===== src/verilog/fsp_consts.svh =====
// Overview of operation
// - Read takes two cycles, then data valid
// - Data registers hold fetched word until changed
// - Write stalls CPU, peripherals keep running
// - Stall after second pad cycle, resume when array time ends
// - Write-protect bit zero blocks all writes
// - Strobe needs enable set earlier
// - Clearing enable does not abort write
// - Unlock 55h then AAh then strobe
// - Two setup cycles follow write strobe
// - Word is high and low data
// - End clears strobe, sets sticky done flag
// - No hardware verify of written value
// - Reset clears enable; timer inhibits writes
// - Data protect never blocks internal access
// - Protection with data-protect clear blocks serial
// - Internal reads never blocked by protection
// - Protection stays until full erase
// - Write-protect only via serial path
`ifndef FSP_CONSTS_SVH
`define FSP_CONSTS_SVH
`define FSP_OFF_CTRL 8'h00
`define FSP_OFF_UNLOCK 8'h04
`define FSP_OFF_ADDR_LO 8'h08
`define FSP_OFF_ADDR_HI 8'h0c
`define FSP_OFF_DATA_LO 8'h10
`define FSP_OFF_DATA_HI 8'h14
`define FSP_OFF_STATUS 8'h18
`define FSP_BIT_RD 0
`define FSP_BIT_WR 1
`define FSP_BIT_WRITE_ENABLE_BIT 2
`define FSP_BIT_PGSEL 7
`define FSP_BIT_DONE 0
`define FSP_BIT_STALL 1
`define FSP_BIT_PROT 2
`define FSP_BIT_SERIAL_OK 3
`define FSP_KEY1 8'h55
`define FSP_KEY2 8'haa
`define FSP_PAD_CYCLES 2
`define FSP_WRITE_TIME_US 8
`define FSP_CLK_MHZ 125
`define FSP_WRITE_CYCLES (`FSP_WRITE_TIME_US * `FSP_CLK_MHZ)
`endif


===== src/verilog/fsp_pkg.sv =====
package fsp_pkg;
  typedef enum logic [2:0] {
    FSP_IDLE = 3'b000,
    FSP_RD_PAD = 3'b001,
    FSP_WR_PAD = 3'b011,
    FSP_WR_BUSY = 3'b010,
    FSP_WR_DONE = 3'b110
  } fsp_state_t;
  typedef enum logic [1:0] {
    FSP_UL_NONE = 2'b00,
    FSP_UL_KEY1 = 2'b01,
    FSP_UL_KEY2 = 2'b11
  } fsp_unlock_t;
endpackage

===== src/verilog/fsp_ctrl.sv =====
`timescale 1ns/100ps
`default_nettype none
`include "fsp_consts.svh"
module fsp_ctrl
  import fsp_pkg::*;
#(
  parameter int ADDR_W = 13,
  parameter int WRITE_CYCLES = `FSP_WRITE_CYCLES
) (
  input wire logic clk_i,
  input wire logic rst_i,
  input wire logic wb_cyc_i,
  input wire logic wb_stb_i,
  input wire logic wb_we_i,
  input wire logic [7:0] wb_adr_i,
  input wire logic [3:0] wb_sel_i,
  input wire logic [31:0] wb_dat_i,
  output logic [31:0] wb_dat_o,
  output logic wb_ack_o,
  input wire logic pwrt_done_i,
  input wire logic program_write_protect_i,
  input wire logic code_protect_on_i,
  input wire logic data_protect_bit_i,
  output logic cpu_stall_o,
  output logic serial_access_ok_o,
  output logic mem_we_o,
  output logic [ADDR_W-1:0] mem_addr_o,
  output logic [13:0] mem_wdata_o,
  input wire logic [13:0] mem_rdata_i
);
  fsp_state_t state;
  fsp_state_t next_state;
  fsp_unlock_t unlock;
  logic [7:0] address_low_reg;
  logic [7:0] address_high_reg;
  logic [7:0] data_low_reg;
  logic [5:0] data_high_reg;
  logic program_memory_select;
  logic write_enable_bit;
  logic write_strobe;
  logic write_done_flag;
  logic [1:0] pwrt_sync;
  logic [1:0] wp_sync;
  logic [1:0] cpon_sync;
  logic [1:0] cpd_sync;
  logic [1:0] pad_cnt;
  logic [31:0] busy_cnt;
  // Addresses are mapped for the full bus width so a wider array fits unchanged
  logic [15:0] full_addr;

  // Pins from the configuration fuses pass two flops before use
  always_ff @(posedge clk_i) begin
    pwrt_sync <= {pwrt_sync[0], pwrt_done_i};
    wp_sync <= {wp_sync[0], program_write_protect_i};
    cpon_sync <= {cpon_sync[0], code_protect_on_i};
    cpd_sync <= {cpd_sync[0], data_protect_bit_i};
  end

  wire bus_req = wb_cyc_i & wb_stb_i & ~wb_ack_o;
  wire bus_wr = bus_req & wb_we_i & wb_sel_i[0];
  wire hit_ctrl = wb_adr_i == `FSP_OFF_CTRL;
  wire hit_unlock = wb_adr_i == `FSP_OFF_UNLOCK;
  wire hit_alo = wb_adr_i == `FSP_OFF_ADDR_LO;
  wire hit_ahi = wb_adr_i == `FSP_OFF_ADDR_HI;
  wire hit_dlo = wb_adr_i == `FSP_OFF_DATA_LO;
  wire hit_dhi = wb_adr_i == `FSP_OFF_DATA_HI;
  wire hit_stat = wb_adr_i == `FSP_OFF_STATUS;
  wire ctrl_wr = bus_wr & hit_ctrl;
  wire unlock_wr = bus_wr & hit_unlock;
  wire idle = state == FSP_IDLE;
  wire rd_req = ctrl_wr & wb_dat_i[`FSP_BIT_RD] & wb_dat_i[`FSP_BIT_PGSEL] & idle;
  // Strobe needs enable held from an earlier write plus full unlock
  wire wr_req = ctrl_wr & wb_dat_i[`FSP_BIT_WR] & write_enable_bit & idle
    & wb_dat_i[`FSP_BIT_PGSEL] & (unlock == FSP_UL_KEY2);
  // Fuse write-protect low or power-up timer running blocks the array write
  wire wr_allowed = wp_sync[1] & pwrt_sync[1];
  wire pad_end = pad_cnt == 2'(`FSP_PAD_CYCLES - 1);
  wire busy_end = busy_cnt == 32'(WRITE_CYCLES - 1);
  assign full_addr = {address_high_reg, address_low_reg};
  wire [ADDR_W-1:0] trunc_addr = full_addr[ADDR_W-1:0];
  wire [7:0] fetched_lo = mem_rdata_i[7:0];

  // A 55h write always restarts at the first key; any other bus write but the exact next key breaks the sequence
  always_ff @(posedge clk_i) begin
    if (rst_i) begin
      unlock <= FSP_UL_NONE;
    end else if (unlock_wr && wb_dat_i[7:0] == `FSP_KEY1) begin
      unlock <= FSP_UL_KEY1;
    end else if (unlock_wr && wb_dat_i[7:0] == `FSP_KEY2 && unlock == FSP_UL_KEY1) begin
      unlock <= FSP_UL_KEY2;
    end else if (bus_wr) begin
      unlock <= FSP_UL_NONE;
    end
  end

  always_comb begin
    next_state = state;
    case (state)
      FSP_IDLE: begin
        if (rd_req) begin
          next_state = FSP_RD_PAD;
        end else if (wr_req) begin
          next_state = FSP_WR_PAD;
        end
      end
      FSP_RD_PAD: begin
        if (pad_end) begin
          next_state = FSP_IDLE;
        end
      end
      FSP_WR_PAD: begin
        if (pad_end) begin
          next_state = FSP_WR_BUSY;
        end
      end
      FSP_WR_BUSY: begin
        if (busy_end) begin
          next_state = FSP_WR_DONE;
        end
      end
      FSP_WR_DONE: next_state = FSP_IDLE;
      default: next_state = FSP_IDLE;
    endcase
  end

  always_ff @(posedge clk_i) begin
    if (rst_i) begin
      state <= FSP_IDLE;
    end else begin
      state <= next_state;
    end
  end

  always_ff @(posedge clk_i) begin
    if (rst_i || idle) begin
      pad_cnt <= 2'h0;
      busy_cnt <= 32'h0;
    end else begin
      pad_cnt <= pad_end ? 2'h0 : pad_cnt + 2'h1;
      busy_cnt <= (state == FSP_WR_BUSY) ? busy_cnt + 32'h1 : 32'h0;
    end
  end

  always_ff @(posedge clk_i) begin
    if (rst_i) begin
      program_memory_select <= 1'b0;
      write_enable_bit <= 1'b0;
      write_strobe <= 1'b0;
    end else begin
      if (ctrl_wr) begin
        program_memory_select <= wb_dat_i[`FSP_BIT_PGSEL];
        // Clearing enable mid-write leaves the strobe and state alone
        write_enable_bit <= wb_dat_i[`FSP_BIT_WRITE_ENABLE_BIT];
      end
      if (wr_req) begin
        write_strobe <= 1'b1;
      end else if (state == FSP_WR_DONE) begin
        write_strobe <= 1'b0;
      end
    end
  end

  // Done flag: hardware set wins over a software clear in the same cycle
  wire done_clr = bus_wr & hit_stat & wb_dat_i[`FSP_BIT_DONE];
  always_ff @(posedge clk_i) begin
    if (rst_i) begin
      write_done_flag <= 1'b0;
    end else if (state == FSP_WR_DONE) begin
      write_done_flag <= 1'b1;
    end else if (done_clr) begin
      write_done_flag <= 1'b0;
    end
  end

  always_ff @(posedge clk_i) begin
    if (rst_i) begin
      address_low_reg <= 8'h00;
      address_high_reg <= 8'h00;
    end else begin
      if (bus_wr && hit_alo) begin
        address_low_reg <= wb_dat_i[7:0];
      end
      if (bus_wr && hit_ahi) begin
        address_high_reg <= wb_dat_i[7:0];
      end
    end
  end

  // Fetched word is latched at the end of the pad; protection bits never gate it
  always_ff @(posedge clk_i) begin
    if (rst_i) begin
      data_low_reg <= 8'h00;
      data_high_reg <= 6'h00;
    end else if (state == FSP_RD_PAD && pad_end) begin
      data_low_reg <= mem_rdata_i[7:0];
      data_high_reg <= mem_rdata_i[13:8];
    end else begin
      if (bus_wr && hit_dlo) begin
        data_low_reg <= wb_dat_i[7:0];
      end
      if (bus_wr && hit_dhi) begin
        data_high_reg <= wb_dat_i[5:0];
      end
    end
  end

  // One write pulse per word; no read-back compare is done
  always_ff @(posedge clk_i) begin
    if (rst_i) begin
      mem_we_o <= 1'b0;
      mem_addr_o <= '0;
      mem_wdata_o <= 14'h0000;
    end else begin
      mem_we_o <= (state == FSP_WR_PAD) && pad_end && wr_allowed;
      mem_addr_o <= trunc_addr;
      mem_wdata_o <= {data_high_reg, data_low_reg};
    end
  end

  // Stall covers the array time only, not the pad slots; the core stalls after the second pad slot and resumes when the array time ends
  always_ff @(posedge clk_i) begin
    if (rst_i) begin
      cpu_stall_o <= 1'b0;
      serial_access_ok_o <= 1'b0;
    end else begin
      cpu_stall_o <= (next_state == FSP_WR_BUSY);
      // Fuse bits come from the array and clear only by bulk erase outside
      serial_access_ok_o <= ~(cpon_sync[1] & ~cpd_sync[1]);
    end
  end

  logic [31:0] rdata;
  always_comb begin
    rdata = 32'h0;
    if (hit_ctrl) begin
      rdata[`FSP_BIT_PGSEL] = program_memory_select;
      rdata[`FSP_BIT_WRITE_ENABLE_BIT] = write_enable_bit;
      rdata[`FSP_BIT_WR] = write_strobe;
      rdata[`FSP_BIT_RD] = state == FSP_RD_PAD;
    end else if (hit_alo) begin
      rdata[7:0] = address_low_reg;
    end else if (hit_ahi) begin
      rdata[7:0] = address_high_reg;
    end else if (hit_dlo) begin
      rdata[7:0] = data_low_reg;
    end else if (hit_dhi) begin
      rdata[5:0] = data_high_reg;
    end else if (hit_stat) begin
      rdata[`FSP_BIT_DONE] = write_done_flag;
      rdata[`FSP_BIT_STALL] = cpu_stall_o;
      rdata[`FSP_BIT_PROT] = ~wp_sync[1];
      rdata[`FSP_BIT_SERIAL_OK] = serial_access_ok_o;
    end
  end

  // Unlock reads zero; unmapped addresses ack with zero data
  always_ff @(posedge clk_i) begin
    if (rst_i) begin
      wb_ack_o <= 1'b0;
      wb_dat_o <= 32'h0;
    end else begin
      wb_ack_o <= bus_req;
      wb_dat_o <= rdata;
    end
  end

  // Helper count of held cycles, so a stuck stall is caught without long repetition
  logic [31:0] stall_run;
  always_ff @(posedge clk_i) begin
    if (rst_i || !cpu_stall_o) begin
      stall_run <= 32'h0;
    end else begin
      stall_run <= stall_run + 32'h1;
    end
  end
endmodule
`default_nettype wire


===== config.mk =====
export PLATFORM = sky130hd
export DESIGN_NAME = fsp_ctrl
export DESIGN_NICKNAME = d
export VERILOG_FILES = /design/src/verilog/fsp_pkg.sv /design/src/verilog/fsp_ctrl.sv
export VERILOG_INCLUDE_DIRS = /design/src /design/src/verilog
export SDC_FILE = /design/constraint.sdc
export NUM_CORES = 1
export LEC_CHECK = 0
export BUFFER_PORTS_ARGS = -buffer_cell sky130_fd_sc_hd__buf_2
export CAP_MARGIN = 5
export CORE_MARGIN = 4
export CORE_UTILIZATION = 48
export DETAILED_ROUTE_END_ITERATION = 8
export PLACE_DENSITY = 0.73
export REMOVE_ABC_BUFFERS = 1
export SLEW_MARGIN = 25
export SYNTH_ARGS = -nofsm -noshare
export SYNTH_HDL_FRONTEND = slang
export SYNTH_SLANG_ARGS = --single-unit

===== constraint.sdc =====
create_clock -name clk_i -period 6.9 [get_ports clk_i]
set_clock_uncertainty 0.2 [all_clocks]
set_input_delay 0.69 -clock clk_i [delete_from_list [all_inputs] [get_ports clk_i]]
set_output_delay 0.69 -clock clk_i [all_outputs]
set_load 0.05 [all_outputs]

==> summary.txt <==
Status
  • Outcome: completed

GRT
  • All-Layer GR Usage: 19.6%
  • GRT overflow: 0
  • Initial antenna violation count: 0
  • Vias in the first global route: 4076
  • Largest net degree at the start of global routing: 80
  • First-pass GRT wire length: 19900 µm

Finish
  • Reg area: 2400 µm²
  • Most flop-heavy register: busy_cnt
  • # diodes: 0
  • Cell area after layout: 6090 µm²
  • Multi-input logic area: 2510 µm²
  • Post-Layout Cell Count: 766
  • Nets: 686
  • Regs by FF count: busy_cnt (32), mem_wdata_o (14), mem_addr_o (13)
  • Area grow syn2layout: 18.3%
  • Final core utilization: 58.7%
  • Layout cell share with drive strength beyond 1: 20.8%
  • Max reg flops: 32
  • Filler Cell Count: 924

Timing
  • Hold Fails Final Rpt: 0
  • Max transition margin: 30.2%
  • Period utilization: 38.6%
  • Final setup violation count: 0
  • Minimum clock period: 2.66 ns
  • Tightest Pin Transition: 1.04 ns
  • Final Max Tran Viols: 0
  • FMAX: 376 MHz
  • WHS: 0.0659 ns
  • Final TNS setup: 0 ns
  • Worst setup margin: 4.24 ns
  • RSZ-0062 raised after global routing: false

Synthesis
  • Yosys top cell area share: 46.7%
  • Synthesized instance count: 548
  • Synth cell count leaders: dfxtp_1, nor2_1, a21oi_1
  • Mapped Area: 5150 µm²
  • Sequential area share after synthesis: 46.7%
  • Ranking of synthesized cells by area: dfxtp_1, mux2i_1, nor2_1, nor2b_1, buf_4
  • Synth cell types: 52
  • Synth area leader: dfxtp_1
  • Main synth FF type: dfxtp_1
  • Avg Inst Size Synth: 9.40 µm²
  • Most frequent cell after synthesis: dfxtp_1
  • Post-synth EDFFs: 0
  • Post-synthesis register bit count: 120
  • Asr flop ratio synth: 0%
  • Ys Warns: 0

Worst setup path
  • WP data arrival: 2.89 ns
  • Crit-path max FO: 19
  • Worst setup EP type: flip-flop
  • Worst path required time: 7.13 ns
  • Critical Path Start: wb_adr_i[2]
  • Worst R2R Path Depth: 4
  • CP Launch Type: input port
  • Setup crit end: data_low_reg[4]
  • Reg-to-reg startpoint: wb_ack_o
  • Kind of critical path: input port to flip-flop
  • Reg2reg end: data_low_reg[4]
  • Setup slack, reg-to-reg: 4.35 ns

Worst hold path
  • HP Class: input port to flip-flop

Floorplan
  • I/O pin count: 130
  • Die Wd: 112 µm
  • Initial core utilization: 49.7%
  • DIE HEIGHT: 112 µm
  • Die ar.: 12400 µm²
  • Core area: 10400 µm²
  • Site Rows: 37

Clock tree
  • Cts bufs inserted: 17
  • Setup Fix Bufs, Post-CTS: 0
  • TritonCTS Sinks: 120
  • Hold Buf Count CTS: 0
  • H-Tree Depth: 4
  • Skew-Pair Late Insertion Delay: 0.52 ns
  • CTS tree: yes
  • CTS max path bufs: 2
  • Root Driver: clkbuf_8
  • Clock-pin transition on the worst setup and hold timing paths: 0.06 ns
  • PostCTS Resize Cnt: 0

Placed design
  • DP Worst Slack: 3.75 ns
  • Placement Cell Area: 5520 µm²
  • # placed instances: 734
  • Number of port buffers: 78
  • Gpl congestion: 0.870
  • DP HPWL: 8320 µm

Route
  • Vias: 4294
  • WL per Instance: 16.0 µm
  • Drt pass-1 iters: 7
  • Post-DRT Antenna Nets: 0
  • Post-route DRC: 0
  • Via density: 5.61
  • Final wirelength: 12300 µm
  • Initial DRC count: 291

Pwr
  • Peak supply drop: 0.158 mV
  • Power Internal: 1.21 mW
  • Comb power frac: 4.9%
  • Clock Power Share: 51.9%
  • Sw Pwr: 0.405 mW
  • Power Density: 265 nW/µm²
  • Net Sw Frac: 25.1%
  • Leak pwr: 2.29 nW
  • PnR Total Power: 1.61 mW
  • Sequential share of power: 43.2%

Run
  • Number of max-cap violations: 0
==> final cells by class <==
cell class                      instances  share of cell area [%]
Timing Repair Buffer                   81                    6.78
Clock inverter                         14                    2.26
Sequential cell                       120                    39.5
Clock buffer                           18                    7.03
Tap cell                              136                    2.79
Multi-Input combinational cell        390                    41.2
Inverter                                7                   0.432
==> worst min path at each step <==
stage,to,from,cells after the start
detailed placement,cpd_sync[1],cpd_sync[0],0
CTS,cpd_sync[0],data_protect_bit_i,1
finish,cpd_sync[0],data_protect_bit_i,1
floorplan,cpd_sync[1],cpd_sync[0],0
global route,cpd_sync[0],data_protect_bit_i,1
global placement,cpon_sync[1],cpon_sync[0],0
==> cell usage in the layout (no fill, tap or decap), types with 14 or more instances in the layout <==
| cell type | count |
|---|---|
| a21oi_1 | 35 |
| buf_2 | 78 |
| clkbuf_16 | 16 |
| conb_1 | 24 |
| dfxtp_1 | 120 |
| mux2i_1 | 32 |
| nand2_1 | 33 |
| nand3_1 | 20 |
| nor2_1 | 50 |
| nor2b_1 | 30 |
| or4_1 | 14 |
==> layer usage <==
layer	track usage [%]	wire length (µm)	vias up
met5	0	0	-
met4	7.22	188	0
met3	4.62	839	20
met2	31.2	5740	162
met1	26.0	5480	2024
li1	-	-	2088
==> power groups by stage <==
stage / clock [mW] / sequential (mW) / combinational (mW)
CTS: 0.851 / 0.697 / 0.0777
finish: 0.837 / 0.697 / 0.0789
global placement: 0 / 0.712 / 0.0764
global route: 0.886 / 0.697 / 0.0836
floorplan: 0 / 0.715 / 0.0425
detailed placement: 0 / 0.712 / 0.0776
==> worst max-delay path, cell delays in order <==
cell      delay [ns]
buf_2           0.22
or4_4           0.64
nor4_4          0.88
mux2i_1         0.18
a211oi_1        0.26
==> kinds of logic after synthesis <==
kind of cell / synth area share, %
AND/OR/NAND/NOR: 26.3
AO/OA/AOI/OAI: 10.6
XOR/XNOR: 1.87
buffers and inverters: 6.49
other: 0.0728
flip-flops: 46.7
multiplexers: 7.53
adder cells (fa/ha/maj): 0.486
Power figures use the tool's default switching activity.
